**src/rtl/hprac_pkg.sv**
```systemverilog
package hprac_pkg;
  // ****************************************************************
  // timing
  // ****************************************************************
  localparam int CLK_PERIOD_NS    = 10;
  localparam int RESET_WIDTH_NS   = 150;
  localparam int RESET_CYCLES     = (RESET_WIDTH_NS + CLK_PERIOD_NS - 1) / CLK_PERIOD_NS;
  // recovery of 3.5 device clock periods, device clock one system clock here, rounded up
  localparam int RECOVERY_HALVES  = 7;
  localparam int RECOVERY_CYCLES  = (RECOVERY_HALVES + 1) / 2;
  localparam int STROBE_CYCLES    = RESET_CYCLES;
  localparam int CHAIN_WAIT_CYCLES = 4;
  // ****************************************************************
  // register selection and values
  // ****************************************************************
  localparam logic [3:0] REG_STATUS0   = 4'h0;
  localparam logic [3:0] REG_STATUS1   = 4'h1;
  localparam logic [3:0] REG_VECTOR    = 4'h2;
  localparam logic [3:0] REG_MASTER    = 4'h9;
  localparam logic [7:0] RESET_COMMAND = 8'hC0;
  localparam logic [1:0] STATUS0_HIGH  = 2'h1;
  localparam logic [2:0] STATUS0_LOW   = 3'h4;
  localparam logic [5:0] STATUS1_LOW   = 6'h06;
  localparam logic [7:0] VECTOR_RESET  = 8'h00;
  typedef enum logic [3:0] {
    HPRAC_IDLE     = 4'b0000,
    HPRAC_SETUP    = 4'b0001,
    HPRAC_STROBE   = 4'b0010,
    HPRAC_RECOVER  = 4'b0011,
    HPRAC_HWRESET  = 4'b0100,
    HPRAC_CHAIN    = 4'b0101
  } hprac_state_t;
  typedef enum logic [1:0] {
    HPRAC_OP_READ  = 2'b00,
    HPRAC_OP_WRITE = 2'b01,
    HPRAC_OP_RESET = 2'b10,
    HPRAC_OP_ACK   = 2'b11
  } hprac_op_t;
endpackage

```
**src/rtl/hprac_if.sv**
```systemverilog
`timescale 1ns/1ps
interface hprac_if;
  logic       rd_n;
  logic       wr_n;
  logic       ce_n;
  logic [3:0] addr;
  logic [7:0] wdata;
  logic [7:0] rdata;
  logic       rdata_oe;
  logic       irq_acknowledge_n;
  logic       priority_chain_in;
  logic       priority_chain_out;
  modport device (
    input  rd_n, wr_n, ce_n, addr, wdata, irq_acknowledge_n, priority_chain_in,
    output rdata, rdata_oe, priority_chain_out
  );
  modport host (
    output rd_n, wr_n, ce_n, addr, wdata, irq_acknowledge_n, priority_chain_in,
    input  rdata, rdata_oe, priority_chain_out
  );
endinterface

```
**src/rtl/hprac_host.sv**
```systemverilog
`timescale 1ns/1ps
module hprac_host
  import hprac_pkg::*;
(
  // clock and reset
  input  wire logic       clk,
  input  wire logic       rst_n,
  // host bus
  hprac_if.host           bus,
  // user command port
  input  wire logic       req_valid,
  input  wire hprac_op_t  req_op,
  input  wire logic [3:0] req_addr,
  input  wire logic [7:0] req_wdata,
  input  wire logic       chain_in,
  output logic            req_ready,
  output logic            rsp_valid,
  output logic [7:0]      rsp_rdata
);
  // ****************************************************************
  // sequencer
  // ****************************************************************
  hprac_state_t state;
  hprac_state_t next_state;
  hprac_op_t    op;
  logic [7:0]   count;
  logic [3:0]   addr;
  logic [7:0]   wdata;
  wire          count_done = (count == 8'h00);
  wire          accept     = req_valid & req_ready;
  // address and data settle on the pins one cycle before the strobes fall, except on an acknowledge, where they settle with irq_acknowledge_n
  wire [3:0]    next_addr  = accept ? req_addr : addr;
  wire [7:0]    next_wdata = accept ? req_wdata : wdata;
  assign req_ready = (state == HPRAC_IDLE);
  always_comb begin
    next_state = state;
    case (state)
      HPRAC_IDLE:    next_state = req_valid ? ((req_op == HPRAC_OP_ACK) ? HPRAC_CHAIN : HPRAC_SETUP) : HPRAC_IDLE;
      HPRAC_CHAIN:   next_state = count_done ? HPRAC_STROBE : HPRAC_CHAIN;
      HPRAC_SETUP:   next_state = (op == HPRAC_OP_RESET) ? HPRAC_HWRESET : HPRAC_STROBE;
      HPRAC_STROBE:  next_state = count_done ? HPRAC_RECOVER : HPRAC_STROBE;
      HPRAC_HWRESET: next_state = count_done ? HPRAC_RECOVER : HPRAC_HWRESET;
      HPRAC_RECOVER: next_state = count_done ? HPRAC_IDLE : HPRAC_RECOVER;
      default:       next_state = HPRAC_IDLE;
    endcase
  end
  wire          load_count = (next_state != state);
  wire [7:0]    next_count = (next_state == HPRAC_CHAIN)   ? 8'(CHAIN_WAIT_CYCLES - 1) :
                             (next_state == HPRAC_RECOVER) ? 8'(RECOVERY_CYCLES - 1) :
                             8'(STROBE_CYCLES - 1);
  always_ff @(posedge clk or negedge rst_n) begin
    if (!rst_n) begin
      state <= HPRAC_IDLE;
      count <= 8'h00;
    end else begin
      state <= next_state;
      count <= load_count ? next_count : (count_done ? 8'h00 : count - 8'h01);
    end
  end
  always_ff @(posedge clk or negedge rst_n) begin
    if (!rst_n) begin
      op    <= HPRAC_OP_READ;
      addr  <= 4'h0;
      wdata <= 8'h00;
    end else if (req_valid & req_ready) begin
      op    <= req_op;
      addr  <= req_addr;
      wdata <= req_wdata;
    end
  end
  // ****************************************************************
  // pins
  // ****************************************************************
  wire strobing = (state == HPRAC_STROBE);
  wire acking   = (state == HPRAC_CHAIN) | (strobing & (op == HPRAC_OP_ACK));
  always_ff @(posedge clk or negedge rst_n) begin
    if (!rst_n) begin
      bus.rd_n              <= 1'b1;
      bus.wr_n              <= 1'b1;
      bus.ce_n              <= 1'b1;
      bus.addr              <= 4'h0;
      bus.wdata             <= 8'h00;
      bus.irq_acknowledge_n <= 1'b1;
      bus.priority_chain_in <= 1'b0;
      rsp_valid             <= 1'b0;
      rsp_rdata             <= 8'h00;
    end else begin
      bus.priority_chain_in <= chain_in;
      bus.ce_n  <= ~((next_state == HPRAC_SETUP) | (next_state == HPRAC_STROBE) | (next_state == HPRAC_HWRESET))
                   | (op == HPRAC_OP_ACK & next_state == HPRAC_STROBE);
      bus.addr  <= next_addr;
      bus.wdata <= next_wdata;
      bus.irq_acknowledge_n <= ~((next_state == HPRAC_CHAIN) | (next_state == HPRAC_STROBE & op == HPRAC_OP_ACK));
      bus.rd_n <= ~((next_state == HPRAC_HWRESET) |
                    (next_state == HPRAC_STROBE & (op == HPRAC_OP_READ | op == HPRAC_OP_ACK)));
      bus.wr_n <= ~((next_state == HPRAC_HWRESET) | (next_state == HPRAC_STROBE & op == HPRAC_OP_WRITE));
      rsp_valid <= (state == HPRAC_RECOVER) & count_done & ~acking;
      if (strobing & count_done & (op == HPRAC_OP_READ | op == HPRAC_OP_ACK))
        rsp_rdata <= bus.rdata;
    end
  end
  // dummy reads are issued by the user as plain reads before the reset command
endmodule // hprac_host

```
**src/flat_wrapper.sv**
```systemverilog
// flat-port wrapper written by rule: the top's interface ports become plain ports
module hprac_host_flat import hprac_pkg::*;
  (clk, rst_n, req_valid, req_op, req_addr, req_wdata, chain_in, req_ready, rsp_valid, rsp_rdata, bus_rd_n, bus_wr_n, bus_ce_n, bus_addr, bus_wdata, bus_irq_acknowledge_n, bus_priority_chain_in, bus_rdata, bus_rdata_oe, bus_priority_chain_out);
  hprac_if bus_i ();
  input  wire logic clk;
  input  wire logic rst_n;
  input  wire logic req_valid;
  input  wire hprac_op_t req_op;
  input  wire logic [3:0] req_addr;
  input  wire logic [7:0] req_wdata;
  input  wire logic chain_in;
  output logic req_ready;
  output logic rsp_valid;
  output logic [7:0] rsp_rdata;
  output wire logic [$bits(bus_i.rd_n)-1:0] bus_rd_n;
  output wire logic [$bits(bus_i.wr_n)-1:0] bus_wr_n;
  output wire logic [$bits(bus_i.ce_n)-1:0] bus_ce_n;
  output wire logic [$bits(bus_i.addr)-1:0] bus_addr;
  output wire logic [$bits(bus_i.wdata)-1:0] bus_wdata;
  output wire logic [$bits(bus_i.irq_acknowledge_n)-1:0] bus_irq_acknowledge_n;
  output wire logic [$bits(bus_i.priority_chain_in)-1:0] bus_priority_chain_in;
  input wire logic [$bits(bus_i.rdata)-1:0] bus_rdata;
  input wire logic [$bits(bus_i.rdata_oe)-1:0] bus_rdata_oe;
  input wire logic [$bits(bus_i.priority_chain_out)-1:0] bus_priority_chain_out;
  assign bus_rd_n = bus_i.rd_n;
  assign bus_wr_n = bus_i.wr_n;
  assign bus_ce_n = bus_i.ce_n;
  assign bus_addr = bus_i.addr;
  assign bus_wdata = bus_i.wdata;
  assign bus_irq_acknowledge_n = bus_i.irq_acknowledge_n;
  assign bus_priority_chain_in = bus_i.priority_chain_in;
  assign bus_i.rdata = bus_rdata;
  assign bus_i.rdata_oe = bus_rdata_oe;
  assign bus_i.priority_chain_out = bus_priority_chain_out;
  hprac_host u_core (.clk(clk), .rst_n(rst_n), .bus(bus_i), .req_valid(req_valid), .req_op(req_op), .req_addr(req_addr), .req_wdata(req_wdata), .chain_in(chain_in), .req_ready(req_ready), .rsp_valid(rsp_valid), .rsp_rdata(rsp_rdata));
endmodule
```
**config.mk**
```make
export PLATFORM = sky130hd
export DESIGN_NAME = hprac_host_flat
export DESIGN_NICKNAME = d
export VERILOG_FILES = /design/src/rtl/hprac_pkg.sv /design/src/rtl/hprac_if.sv /design/src/rtl/hprac_host.sv /design/src/flat_wrapper.sv
export SDC_FILE = /design/constraint.sdc
export NUM_CORES = 1
export LEC_CHECK = 0
export ABC_AREA = 1
export BUFFER_PORTS_ARGS = -buffer_cell sky130_fd_sc_hd__clkbuf_2
export CAP_MARGIN = 20
export CORE_MARGIN = 10
export CORE_UTILIZATION = 50
export DETAILED_ROUTE_END_ITERATION = 10
export GPL_TIMING_DRIVEN = 0
export PLACE_DENSITY = 0.77
export SETUP_SLACK_MARGIN = 0.5
export SLEW_MARGIN = 20
export SYNTH_ARGS = -nofsm -noshare
export SYNTH_HDL_FRONTEND = slang
export SYNTH_SLANG_ARGS = --single-unit
```
**constraint.sdc**
```tcl
create_clock -name clk -period 1.95 [get_ports clk]
set_input_delay 0 -clock clk [delete_from_list [all_inputs] [get_ports clk]]
set_output_delay 0 -clock clk [all_outputs]
set_load 0.02 [all_outputs]
```
==> flow_metrics.env <==
export IMPL_final_nets=331
export IMPL_clock_sinks=39
export IMPL_grt_pass1_vias=1726
export IMPL_fp_dieArea_um2=6640
export IMPL_path_max_fanout=8
export IMPL_syn_num_nets=232
export IMPL_htreeDepth=2
export IMPL_max_slew_margin_pct=38.4
export IMPL_rsz0062_at_grt="true"
export IMPL_diodes=0
export IMPL_clock_skew_ns=0.00694
export IMPL_ys_ff_latch=39
export IMPL_hold_viol=0
export IMPL_hpwl_mm=3.17
export IMPL_grt_total_usage_pct=15.9
export IMPL_start_util_pct=51.6
export IMPL_first_pass_iters=4
export IMPL_die_y_um=81.5
export IMPL_syn_area_per_cell_um2=9.45
export IMPL_overflow=0
export IMPL_worstPathArrival_ns=1.77
export IMPL_yosys_area_share_simple_pct=29.0
export IMPL_path_clk_slew_ns=0.07
export IMPL_muxShareOfSynthArea_pct=4.77
export IMPL_cts_root_buffer_cell="clkbuf_8"
export IMPL_synth_xor_area_share_pct=2.32
export IMPL_antenna_found_initial=0
export IMPL_ys_warn_count=0
export IMPL_drt_wl_total_mm=5.00
export IMPL_dr_total_vias=1679
export IMPL_worstSetupPathType="reg -> reg"
export IMPL_route_detailed_drc=0
export IMPL_worst_pin_slew_ns=0.924
export IMPL_tns_ns=0
export IMPL_yosys_top_cells_area="dfrtp_1, nand2_1, dfstp_2"
export IMPL_viasPerCell=4.82
export IMPL_io_pins=55
export IMPL_fmax_mhz=625
export IMPL_fin_crit_sh_pct=82.1
export IMPL_cp_data_required_time_ns=2.12
export IMPL_synth_cell_types=29
export IMPL_p_leak_nw=1.44
export IMPL_async_flop_share_pct=100
export IMPL_cts_tree="yes"
export IMPL_portBuffers=52
export IMPL_yosys_area_top_type="dfrtp_1"
export IMPL_core_area_um2=3660
export IMPL_synthAdderAreaFrac_pct=2.65
export IMPL_ir_drop_mv=0.984
export IMPL_postRouteAntennaNets=0
export IMPL_synth_top_area_share_pct=46.3
export IMPL_clkLatencyLatePin_ns=0.29
export IMPL_die_x_um=81.5
export IMPL_critical_path_startpoint_type="register"
export IMPL_synth_seq_area_share_pct=51.9
export IMPL_synth_ff_type="dfrtp_1"
export IMPL_finalSetupViolations=0
export IMPL_synth_top_family_by_area="simple AND/OR/NAND/NOR gates"
export IMPL_synth_area_um2=1890
export IMPL_ctsLongestPathBuffers=2
export IMPL_layout_commonest_cell="nand2_1"
export IMPL_power_density_nw_per_um2=1450
export IMPL_syn_inst=200
export IMPL_grt_max_degree=40
export IMPL_wl_per_cell_um=14.4
export IMPL_cts_inserted_buffers=5
export IMPL_rows=22
export IMPL_drt_iter0_markers=78
export IMPL_power_total_w=0.00408
export IMPL_slew_violations=0
export IMPL_layout_common_cells="nand2_1, clkbuf_2, dfrtp_1"
export IMPL_period_minus_slack_ns=1.60
export IMPL_synth_edff_count=0
export IMPL_areaGrowthSynthToFinish_pct=48.3
export IMPL_outcome="complete, no violations"
export IMPL_grt_pass1_wl_mm=8.16
export IMPL_place_gp_congestion=0.872
export IMPL_maxCapViolations=0
export IMPL_hold_path_class="in -> reg"
export IMPL_end_kind="register"
export IMPL_synth_compound_area_share_pct=3.57
export IMPL_drive_above_1_share_pct=47.3
-- what timing repair did --
item                                    CTS  global route
endpoints found under the setup margin   30            32
resized for setup                         7            22
setup buffers                             8             8
endpoints found under the hold margin    58             0
pin swaps                                 4            10
hold buffers                             24             0
-- synthesized netlist by cell type (all sizes together), types with 2 or more instances --
cell type / number
nand3: 11
o211ai: 2
nand2: 67
nand4: 3
xor2: 2
nor2: 21
buf: 2
nor3: 3
xnor2: 3
ha: 4
mux2: 8
o21ai: 5
inv: 24
dfrtp: 35
a21oi: 4
dfstp: 4
-- final timing paths --
kind,slack [ns],from,cells past startpoint,to
worst max-delay path,0.35,u_core.count[2],6,u_core.rsp_rdata[0]
worst min-delay path,0.11,req_valid,6,u_core.addr[0]
worst max register to register,0.35,u_core.count[2],6,u_core.rsp_rdata[0]
worst min register to register,0.48,u_core.addr[0],2,u_core.addr[0]
max in group asynchronous,0.93,rst_n,2,u_core.state[0]
min in group asynchronous,0.38,rst_n,2,u_core.rsp_valid
-- logic make-up (layout without fill, tap and decap cells) --
| kind of cell | count (synthesis) | count (layout) |
|---|---|---|
| adder cells (fa/ha/maj) | 4 | 4 |
| AND/OR/NAND/NOR | 105 | 105 |
| AO/OA/AOI/OAI | 12 | 12 |
| multiplexers | 8 | 8 |
| flip-flops | 39 | 39 |
| XOR/XNOR | 5 | 5 |
| buffers and inverters | 27 | 127 |
-- where the power goes --
group,internal (W),switching [W]
clock,0.000323,0.000261
combinational,0.000829,0.00133
sequential,0.00113,0.000200
-- worst max-delay path: stages, from the launching register on --
cell	delay, ns
dfrtp_2	0.44
nor2_4	0.14
nand2_4	0.10
nor2_8	0.20
buf_4	0.15
nand3_4	0.13
mux2_2	0.31
-- final cells by class --
type,instances,area (um2)
buffer,3,23.8
clock buffer,8,100
fill,235,857
inverter,24,90.1
multi-input combinational,134,923
sequential,39,986
tap,48,60.1
timing repair buffer,92,621
-- flip-flops by register name (all words and copies together), names as in the netlist --
name / count
u_core.addr: 4
u_core.count: 8
u_core.rsp_valid: 1
u_core.bus.wr_n: 1
u_core.rsp_rdata: 8
u_core.state: 3
u_core.bus.rd_n: 1
u_core.bus.irq_acknowledge_n: 1
u_core.wdata: 8
u_core.op: 2
u_core.bus.ce_n: 1
u_core.bus.priority_chain_in: 1
-- per-stage QoR --
step / worst slack, ns / cells / hold WS, ns / utilization, % / cell area, um2
3_5_place_dp: 0.295 / 300 / 0.110 / 61.5 / 2250
4_1_cts: 0.357 / 340 / 0.112 / 73.0 / 2670
2_1_floorplan: 0.485 / 200 / -0.296 / - / 1930
3_3_place_gp: 0.331 / 300 / 0.108 / 61.5 / 2250
6_report: 0.350 / 348 / 0.112 / 76.6 / 2800
5_1_grt: 0.277 / 348 / 0.159 / 76.6 / 2800
-- metal layers --
layer	vias to the layer above	part of all wire, %	global-route usage, %	wire, um
met5	-	0	0	0
met4	0	2.0	6.06	102
met3	11	6.7	6.22	336
met2	47	53	28.7	2630
met1	800	39	16.3	1930
li1	821	-	-	-
(Power assumes the default switching activity.)
